### src/verilog/dpsb_pkg.sv
// Constants and types for the dual-port token host controller.
// Assumes one clock MCLK at 125 MHz and a synchronous active-high reset.
package dpsb_pkg;
    localparam int DPSB_ADDR_W     = 13;
    localparam int DPSB_DATA_W     = 9;
    localparam int DPSB_IDX_W      = 3;
    localparam int DPSB_NTOK       = 8;
    // Pin timing, in ns
    localparam int DPSB_T_SETUP_NS = 20;
    localparam int DPSB_T_PULSE_NS = 25;
    localparam int DPSB_T_REC_NS   = 15;
    localparam int DPSB_CLK_NS     = 8;
    localparam int DPSB_SETUP_CYC  = (DPSB_T_SETUP_NS + DPSB_CLK_NS - 1) / DPSB_CLK_NS;
    localparam int DPSB_PULSE_CYC  = (DPSB_T_PULSE_NS + DPSB_CLK_NS - 1) / DPSB_CLK_NS;
    localparam int DPSB_REC_CYC    = (DPSB_T_REC_NS + DPSB_CLK_NS - 1) / DPSB_CLK_NS;
    localparam logic [1:0] DPSB_OP_READ    = 2'h0;
    localparam logic [1:0] DPSB_OP_WRITE   = 2'h1;
    localparam logic [1:0] DPSB_OP_CLAIM   = 2'h2;
    localparam logic [1:0] DPSB_OP_RELEASE = 2'h3;
    typedef enum logic [2:0] {
        DPSB_IDLE  = 3'h0,
        DPSB_SETUP = 3'h1,
        DPSB_PULSE = 3'h3,
        DPSB_REC   = 3'h2,
        DPSB_NEXT  = 3'h6,
        DPSB_INIT  = 3'h7
    } dpsb_state_t;
endpackage
### src/verilog/dpsb_cycle.sv
// Single pin-cycle sequencer: setup, strobe pulse, recovery.
// Assumes the caller holds its request steady until done.
`timescale 1ns/100ps
module dpsb_cycle import dpsb_pkg::*; #(
    parameter int SETUP_CYC = DPSB_SETUP_CYC,
    parameter int PULSE_CYC = DPSB_PULSE_CYC,
    parameter int REC_CYC   = DPSB_REC_CYC
) (
    input  wire logic clk,
    input  wire logic rst,
    input  wire logic start,
    input  wire logic busy_hold,
    output logic      strobe,
    output logic      phase_setup,
    output logic      done
);
    typedef enum logic [1:0] {DPSB_C_IDLE = 2'h0, DPSB_C_SET = 2'h1, DPSB_C_STB = 2'h3, DPSB_C_REC = 2'h2} dpsb_cph_t;
    dpsb_cph_t  ph_r, ph_nxt;
    logic [7:0] cnt_r, cnt_nxt;

    always_comb begin
        ph_nxt  = ph_r;
        cnt_nxt = cnt_r;
        case (ph_r)
            DPSB_C_IDLE: begin
                if (start) begin
                    ph_nxt  = DPSB_C_SET;
                    cnt_nxt = 8'h0;
                end
            end
            DPSB_C_SET: begin
                // Strobe waits until setup elapsed and the contention flag is high
                cnt_nxt = cnt_r + 8'h1;
                if (cnt_r >= 8'(SETUP_CYC - 1) && !busy_hold) begin
                    ph_nxt  = DPSB_C_STB;
                    cnt_nxt = 8'h0;
                end
            end
            DPSB_C_STB: begin
                cnt_nxt = cnt_r + 8'h1;
                if (cnt_r >= 8'(PULSE_CYC - 1)) begin
                    ph_nxt  = DPSB_C_REC;
                    cnt_nxt = 8'h0;
                end
            end
            DPSB_C_REC: begin
                cnt_nxt = cnt_r + 8'h1;
                if (cnt_r >= 8'(REC_CYC - 1)) begin
                    ph_nxt = DPSB_C_IDLE;
                end
            end
            default: ph_nxt = DPSB_C_IDLE;
        endcase
    end

    always_ff @(posedge clk) begin
        if (rst) begin
            ph_r  <= DPSB_C_IDLE;
            cnt_r <= 8'h0;
        end else begin
            ph_r  <= ph_nxt;
            cnt_r <= cnt_nxt;
        end
    end

    assign strobe      = (ph_r == DPSB_C_STB);
    assign phase_setup = (ph_r == DPSB_C_SET);
    assign done        = (ph_r == DPSB_C_REC) && (cnt_r >= 8'(REC_CYC - 1));

    a_strobe_after_setup: assert property (@(posedge clk) disable iff (rst)
        $rose(strobe) |-> $past(phase_setup) && !$past(busy_hold))
        else $error("strobe began without setup or while flag low");
endmodule // dpsb_cycle

### src/verilog/dpsb_host.sv
// Host controller that drives one port of a dual-port RAM with tokens.
// Assumes the RAM pins are synchronous to MCLK; data bus is three signals.
`timescale 1ns/100ps
module dpsb_host import dpsb_pkg::*; #(
    parameter int ADDR_W = DPSB_ADDR_W,
    parameter int DATA_W = DPSB_DATA_W,
    parameter int NTOK   = DPSB_NTOK
) (
    input  wire logic              MCLK,
    input  wire logic              SYS_RST,
    // User command side
    input  wire logic              REQ_VALID,
    input  wire logic [1:0]        REQ_OP,
    input  wire logic              REQ_TOKEN,
    input  wire logic [ADDR_W-1:0] REQ_ADDR,
    input  wire logic [DATA_W-1:0] REQ_WDATA,
    output logic                   REQ_READY,
    output logic                   RSP_VALID,
    output logic [DATA_W-1:0]      RSP_RDATA,
    output logic                   RSP_GRANTED,
    output logic                   INIT_DONE,
    // Device pins
    output logic                   ARRAY_SEL_N,
    output logic                   TOKEN_SELECT_N,
    output logic                   OUT_DRIVE_N,
    output logic                   WRITE_N,
    output logic [ADDR_W-1:0]      ADDR,
    output logic [DATA_W-1:0]      DQ_O,
    output logic                   DQ_OE,
    input  wire logic [DATA_W-1:0] DQ_I,
    input  wire logic              BUSY_N
);
    // ==========================================================
    // State
    // ==========================================================
    dpsb_state_t         st_r, st_nxt;
    logic                wr_r, wr_nxt;
    logic                claim_r, claim_nxt;
    logic                tok_r, tok_nxt;
    logic [ADDR_W-1:0]   addr_r, addr_nxt;
    logic [DATA_W-1:0]   wd_r, wd_nxt;
    logic [DPSB_IDX_W-1:0] init_idx_r, init_idx_nxt;
    logic                rsp_v_r, rsp_v_nxt;
    logic [DATA_W-1:0]   rsp_d_r, rsp_d_nxt;
    logic                gnt_r, gnt_nxt;
    logic                idone_r, idone_nxt;
    logic                cs_n_r, cs_n_nxt, ts_n_r, ts_n_nxt, oe_n_r, oe_n_nxt, we_n_r, we_n_nxt, dqoe_r, dqoe_nxt;
    logic                ready_r, ready_nxt;
    logic [NTOK-1:0]     pend_r, pend_nxt;
    logic                cyc_start, cyc_strobe, cyc_setup, cyc_done;

    // Token index decode, shared by addressing and request bookkeeping
    function automatic logic [DPSB_IDX_W-1:0] tok_idx(input logic [ADDR_W-1:0] a);
        tok_idx = a[DPSB_IDX_W-1:0];
    endfunction

    function automatic logic [ADDR_W-1:0] tok_addr(input logic [ADDR_W-1:0] a);
        tok_addr = {{(ADDR_W-DPSB_IDX_W){1'b0}}, tok_idx(a)};
    endfunction

    dpsb_cycle u_cycle (
        .clk         (MCLK),
        .rst         (SYS_RST),
        .start       (cyc_start),
        // One master flags contention for the whole word, so one flag input
        .busy_hold   (wr_r && !tok_r && !BUSY_N),
        .strobe      (cyc_strobe),
        .phase_setup (cyc_setup),
        .done        (cyc_done)
    );

    // ==========================================================
    // Sequencer
    // ==========================================================
    always_comb begin
        st_nxt = st_r;
        wr_nxt = wr_r;
        claim_nxt = claim_r;
        tok_nxt = tok_r;
        addr_nxt = addr_r;
        wd_nxt = wd_r;
        init_idx_nxt = init_idx_r;
        rsp_v_nxt = 1'b0;
        rsp_d_nxt = rsp_d_r;
        gnt_nxt = gnt_r;
        idone_nxt = idone_r;
        pend_nxt = pend_r;
        cyc_start = 1'b0;
        case (st_r)
            DPSB_INIT: begin
                // Token state is unknown after power-up, so free each one
                wr_nxt = 1'b1;
                tok_nxt = 1'b1;
                claim_nxt = 1'b0;
                addr_nxt = ADDR_W'(init_idx_r);
                wd_nxt = {DATA_W{1'b1}};
                st_nxt = DPSB_SETUP;
            end
            DPSB_IDLE: begin
                if (REQ_VALID && idone_r) begin
                    tok_nxt   = REQ_TOKEN || REQ_OP[1];
                    claim_nxt = (REQ_OP == DPSB_OP_CLAIM);
                    wr_nxt    = (REQ_OP != DPSB_OP_READ);
                    addr_nxt  = (REQ_TOKEN || REQ_OP[1]) ? tok_addr(REQ_ADDR) : REQ_ADDR;
                    // Claim writes zero, release writes one; bit 0 carries it
                    wd_nxt    = REQ_OP[1] ? {DATA_W{REQ_OP[0]}} : REQ_WDATA;
                    st_nxt    = DPSB_SETUP;
                    // Zero already latched: rewriting it adds nothing, so retry by reading only
                    if (REQ_OP == DPSB_OP_CLAIM && pend_r[tok_idx(REQ_ADDR)]) begin
                        wr_nxt = 1'b0;
                    end
                    // A one written to a token withdraws any pending request
                    if ((REQ_TOKEN || REQ_OP[1]) && REQ_OP != DPSB_OP_READ && wd_nxt[0]) begin
                        pend_nxt[tok_idx(REQ_ADDR)] = 1'b0;
                    end
                end
            end
            DPSB_SETUP: begin
                cyc_start = 1'b1;
                st_nxt = DPSB_PULSE;
            end
            DPSB_PULSE: begin
                if (cyc_done) begin
                    if (!wr_r) begin
                        rsp_d_nxt = DQ_I;
                        gnt_nxt = tok_r && !DQ_I[0];
                        // A claim that reads one leaves its zero latched as a request
                        if (claim_r) begin
                            pend_nxt[tok_idx(addr_r)] = DQ_I[0];
                        end
                    end
                    st_nxt = DPSB_REC;
                end
            end
            DPSB_REC: begin
                // A claim that writes reads back after its write, never before
                if (claim_r && wr_r) begin
                    wr_nxt = 1'b0;
                    st_nxt = DPSB_SETUP;
                end else if (!idone_r) begin
                    init_idx_nxt = init_idx_r + 3'h1;
                    st_nxt = (init_idx_r == 3'(NTOK - 1)) ? DPSB_NEXT : DPSB_INIT;
                    idone_nxt = (init_idx_r == 3'(NTOK - 1));
                end else begin
                    rsp_v_nxt = 1'b1;
                    st_nxt = DPSB_NEXT;
                end
            end
            DPSB_NEXT: st_nxt = DPSB_IDLE;
            default:   st_nxt = DPSB_IDLE;
        endcase
        ready_nxt = (st_nxt == DPSB_IDLE) && idone_nxt;
    end

    // Pin drive: selects drop between cycles so each poll recaptures the flag
    always_comb begin
        cs_n_nxt = 1'b1;
        ts_n_nxt = 1'b1;
        oe_n_nxt = 1'b1;
        we_n_nxt = 1'b1;
        dqoe_nxt = 1'b0;
        if (st_r == DPSB_PULSE && !cyc_done) begin
            cs_n_nxt = tok_r;
            ts_n_nxt = !tok_r;
            oe_n_nxt = wr_r;
            we_n_nxt = !(wr_r && cyc_strobe);
            dqoe_nxt = wr_r;
        end
    end

    always_ff @(posedge MCLK) begin
        if (SYS_RST) begin
            st_r <= DPSB_INIT;
            wr_r <= 1'b0;
            claim_r <= 1'b0;
            tok_r <= 1'b0;
            addr_r <= '0;
            wd_r <= '0;
            init_idx_r <= '0;
            rsp_v_r <= 1'b0;
            rsp_d_r <= '0;
            gnt_r <= 1'b0;
            idone_r <= 1'b0;
            pend_r <= '0;
            ready_r <= 1'b0;
            cs_n_r <= 1'b1;
            ts_n_r <= 1'b1;
            oe_n_r <= 1'b1;
            we_n_r <= 1'b1;
            dqoe_r <= 1'b0;
        end else begin
            st_r <= st_nxt;
            wr_r <= wr_nxt;
            claim_r <= claim_nxt;
            tok_r <= tok_nxt;
            addr_r <= addr_nxt;
            wd_r <= wd_nxt;
            init_idx_r <= init_idx_nxt;
            rsp_v_r <= rsp_v_nxt;
            rsp_d_r <= rsp_d_nxt;
            gnt_r <= gnt_nxt;
            idone_r <= idone_nxt;
            pend_r <= pend_nxt;
            ready_r <= ready_nxt;
            cs_n_r <= cs_n_nxt;
            ts_n_r <= ts_n_nxt;
            oe_n_r <= oe_n_nxt;
            we_n_r <= we_n_nxt;
            dqoe_r <= dqoe_nxt;
        end
    end

    assign REQ_READY      = ready_r;
    assign RSP_VALID      = rsp_v_r;
    assign RSP_RDATA      = rsp_d_r;
    assign RSP_GRANTED    = gnt_r;
    assign INIT_DONE      = idone_r;
    assign ARRAY_SEL_N    = cs_n_r;
    assign TOKEN_SELECT_N = ts_n_r;
    assign OUT_DRIVE_N    = oe_n_r;
    assign WRITE_N        = we_n_r;
    assign ADDR           = addr_r;
    assign DQ_O           = wd_r;
    assign DQ_OE          = dqoe_r;

    // ==========================================================
    // Checks
    // ==========================================================
    a_no_read_first: assert property (@(posedge MCLK) disable iff (SYS_RST)
        $fell(OUT_DRIVE_N) && !TOKEN_SELECT_N && claim_r |-> !wr_r)
        else $error("claim read before write");
    a_select_gap: assert property (@(posedge MCLK) disable iff (SYS_RST)
        $rose(TOKEN_SELECT_N) |=> TOKEN_SELECT_N)
        else $error("token select not released between accesses");
    a_init_ones: assert property (@(posedge MCLK) disable iff (SYS_RST)
        !idone_r && !WRITE_N |-> DQ_O[0] && !TOKEN_SELECT_N)
        else $error("init write not a one");
    a_tok_index: assert property (@(posedge MCLK) disable iff (SYS_RST)
        !TOKEN_SELECT_N |-> ADDR[ADDR_W-1:DPSB_IDX_W] == '0)
        else $error("token address high bits set");
    a_one_select: assert property (@(posedge MCLK) disable iff (SYS_RST)
        !(!TOKEN_SELECT_N && !ARRAY_SEL_N))
        else $error("both selects active");
    a_wr_busy: assert property (@(posedge MCLK) disable iff (SYS_RST)
        $fell(WRITE_N) && !ARRAY_SEL_N |-> !$past(ARRAY_SEL_N) && $past(BUSY_N))
        else $error("write strobe without prior select or while flag low");
    a_setup_quiet: assert property (@(posedge MCLK) disable iff (SYS_RST)
        cyc_setup |-> WRITE_N)
        else $error("write strobe during setup");
    a_retry_reads: assert property (@(posedge MCLK) disable iff (SYS_RST)
        st_r == DPSB_IDLE && REQ_VALID && idone_r && REQ_OP == DPSB_OP_CLAIM && pend_r[tok_idx(REQ_ADDR)] |=> !wr_r)
        else $error("retried claim wrote again");
endmodule // dpsb_host

### config.mk
export PLATFORM = sky130hd
export DESIGN_NAME = dpsb_host
export DESIGN_NICKNAME = d
export VERILOG_FILES = /design/src/verilog/dpsb_pkg.sv /design/src/verilog/dpsb_cycle.sv /design/src/verilog/dpsb_host.sv
export SDC_FILE = /design/constraint.sdc
export NUM_CORES = 1
export LEC_CHECK = 0
export BUFFER_PORTS_ARGS = -buffer_cell sky130_fd_sc_hd__buf_2
export CELL_PAD_IN_SITES_DETAIL_PLACEMENT = 0
export CELL_PAD_IN_SITES_GLOBAL_PLACEMENT = 1
export CORE_ASPECT_RATIO = 1.75
export CORE_MARGIN = 3
export CORE_UTILIZATION = 35
export DETAILED_ROUTE_END_ITERATION = 8
export HOLD_SLACK_MARGIN = 0.05
export PLACE_DENSITY_LB_ADDON = 0.1
export SLEW_MARGIN = 30
export SYNTH_ARGS = -nofsm -noshare
export SYNTH_HDL_FRONTEND = slang
export SYNTH_SLANG_ARGS = --single-unit
export TNS_END_PERCENT = 10
### constraint.sdc
create_clock -name MCLK -period 1.7 [get_ports MCLK]
set_input_delay 0.17 -clock MCLK [delete_from_list [all_inputs] [get_ports MCLK]]
set_output_delay 0.17 -clock MCLK [all_outputs]
set_load 0.02 [all_outputs]
==> reports/results.ini <==
[min_path]
hold_path_depth = 3
worstHoldStart = DQ_I[7]
hold_class = in -> reg
min_to = RSP_RDATA[7]

[grt]
grt_max_degree = 23
grt.total_usage_pct = 19.1
first_global_vias = 3066
antenna_found_initial = 0
grt_overflow = 0
grt_pass1_wl_mm = 15.3

[cts]
cts_made_buffers = 9
hold_buffers = 0
clock_sinks = 67
root_buffer = clkbuf_16
tritoncts = built
cts_buffer_depth = 2
clk_latency_ps = 330
clkSlewWorstSetupHoldPaths_ps = 60
htree_levels = 3

[synth]
synth_nets = 416
syn_area_mm2 = 0.00319
netlist_instances = 372
synth_cell_type_count = 55
async_reset_ff_share_pct = 0
ys_seq_area_share_pct = 42.0
synth_edf_count = 0
synth_top_area_share_pct = 42.0
synth_largest_area_cell = dfxtp_1
ys.flop_type = dfxtp_1
yosysWarningCount = 0
synth_area_per_cell_um2 = 8.58
synth_area_leaders = dfxtp_1 42%, nor2_1 6.8%, mux2i_1 4.4%
synth-seq-cells = 67

[flow_run]
max_cap_viol_count = 0

[timing]
post-route-period-util_pct = 100
fin_crit_ps = 1710
slew_headroom_pct = 68.9
report.final.slew_viol_count = 0
finalHoldViolations = 0
fin_ws_ps = -6.78
setup_violations = 2
worstMarginPinSlew_ps = 467
tns_ps = -12.8
fmax_ghz = 0.586
rsz0062_at_grt = yes
fin_skew_ps = 6.34

[die]
start_util_pct = 36.4
die-area_mm2 = 0.0104
dieHeight_um = 132
die_w_um = 78.2
core_area_mm2 = 0.00878
num_rows = 45
ios = 78

[power]
cellPowerDensity_mw_per_mm2 = 945
ir_worst_vdd_uv = 485
p_leak_nw = 1.94
sw_frac_of_total_pct = 27.2
p_clk_share_pct = 44.9
power.total_mw = 4.19
p_int_mw = 3.05
switching_power_mw = 1.14
p_comb_share_pct = 14.8
p_seq_share_pct = 40.2

[critical_path]
crit_required_ps = 1910
critPathLaunchType = register
r2r_start = u_cycle.cnt_r[0]
crit_type = reg -> reg
cp.arrival_ps = 1920
reg2reg_depth = 7
r2r-end = st_r[0]
regToRegSetupSlack_ps = -7
end_kind = register
critPathMaxFanout = 3

[place]
port-buffer-count = 77
place.gp.congestion = 0.810
dp_hpwl_mm = 7.13

[final_layout]
drive_above_1_share_pct = 36.2
diodes = 0
syn2layout_area_growth_pct = 38.8
layout.nets = 528

[outcome]
violations = negative setup slack
outcome = finished with violations

[route]
dr_total_vias = 3112
drt_drc_violations_left = 0
wirelength_mm = 9.58
avgViaCountPerCell = 5.14
firstDrtPassIters = 4
drt-wirelength-per-cell_um = 15.8
drtIter0Drc = 103
antenna_left = 0

-- cells by family (layout without fill, tap and decap cells) --
family | Yosys count | count (layout) | synth area share, %
simple gates | 155 | 155 | 24.2
compound gates | 89 | 90 | 20.1
flops | 67 | 67 | 42.0
buf+inv | 34 | 150 | 4.78
mux | 17 | 17 | 5.45
fa+ha+maj | 6 | 6 | 2.35
xor+xnor | 4 | 4 | 1.10
-- timing repair --
item                                    4_1_cts  5_1_grt
buffers inserted                              0        2
pin swaps                                     8       11
cloned                                        1        0
endpoints found under the setup margin       13       25
resized for setup                            15       19
-- sequential cells by signal, indices dropped and copies added (netlist names) --
name and flops:
WRITE_N 1, ADDR 13, RSP_RDATA 9, REQ_READY 1
u_cycle.cnt_r 8, tok_r 1, ARRAY_SEL_N 1, RSP_GRANTED 1
TOKEN_SELECT_N 1, u_cycle.ph_r 2, RSP_VALID 1, init_idx_r 3
INIT_DONE 1, wr_r 1, st_r 3, pend_r 8
OUT_DRIVE_N 1, DQ_OE 1, claim_r 1, DQ_O 9
-- critical path: stages, from the launching register on --
cell      delay [ps]
dfxtp_2          320
inv_1             50
ha_1             200
nor2b_4          140
a31oi_4          270
nand2b_4         210
o311ai_2         120
or2_2            290
-- worst max path at each step --
stage / startpoint / end / slack, ps / cells after the start
finish: u_cycle.cnt_r[0] / st_r[0] / -7 / 7
global route: u_cycle.cnt_r[7] / pend_r[7] / -90 / 6
CTS: u_cycle.cnt_r[4] / u_cycle.cnt_r[5] / -30 / 6
detailed placement: u_cycle.cnt_r[0] / REQ_READY / -120 / 8
global placement: u_cycle.cnt_r[0] / REQ_READY / -120 / 8
floorplan: u_cycle.cnt_r[0] / st_r[0] / 30 / 7
-- layout by cell type, fill, tap and decap left out, types with 9 or more instances in the layout --
cell type,Yosys,final
dfxtp_1,67,61
nand2_1,23,22
nor2_1,58,58
buf_4,1,47
buf_2,5,77
nor2b_1,14,13
a21oi_1,13,11
clkbuf_16,0,9
nor3_1,18,16
nand3_1,12,12
o22ai_1,9,9
mux2i_1,14,14
a22oi_1,11,11
-- cell type report --
type                            instances  area [µm²]
Multi-Input combinational cell        272        1840
Fill cell                             908        4350
Clock buffer                           10         229
Inverter                                8        30.0
Clock inverter                          6        72.6
Tap cell                              117         146
Timing Repair Buffer                  126         761
Sequential cell                        67        1350
-- stage by stage --
step	hold slack [ps]	worst slack (ps)	utilization, %	area (µm²)	std cells
after floorplan	314	34.4	-	3200	372
after global placement	399	-119	45.1	3960	587
after detailed placement	411	-122	45.1	3960	587
after CTS	50.7	-27.5	49.3	4330	604
after global routing	61.2	-86.3	50.5	4430	606
final	68.9	-6.78	50.5	4430	606
-- synthesized netlist by cell type (all sizes together), types with 2 or more instances --
master / number
a211oi: 6
a21o: 2
a21oi: 13
a221oi: 2
a22oi: 11
a31oi: 10
and2: 2
buf: 8
clkbuf: 18
dfxtp: 67
ha: 6
inv: 8
mux2: 3
mux2i: 14
nand2: 23
nand2b: 9
nand3: 12
nand4b: 2
nor2: 58
nor2b: 14
nor3: 19
nor3b: 2
o2111ai: 2
o21a: 2
o21ai: 10
o21ba: 3
o22ai: 9
o311ai: 7
o41ai: 2
or3: 7
xnor2: 2
xor2: 2
-- per-layer routing --
metal | up-vias | track usage, % | part of all wire [%]
li1 | 1573 | - | -
met1 | 1466 | 20.1 | 38
met2 | 58 | 35.2 | 56
met3 | 15 | 5.20 | 3.6
met4 | 0 | 7.20 | 2.1
met5 | - | 0 | 0
-- power by group through the flow --
| stage | clock network, mW | registers [mW] | logic [mW] |
|---|---|---|---|
| after floorplan | 0 | 1.74 | 0.294 |
| after global placement | 0 | 1.72 | 0.574 |
| after detailed placement | 0 | 1.72 | 0.582 |
| after CTS | 1.94 | 1.69 | 0.609 |
| after global routing | 2.01 | 1.69 | 0.684 |
| final | 1.88 | 1.69 | 0.621 |
No activity file was read; power rests on OpenSTA's default activity.
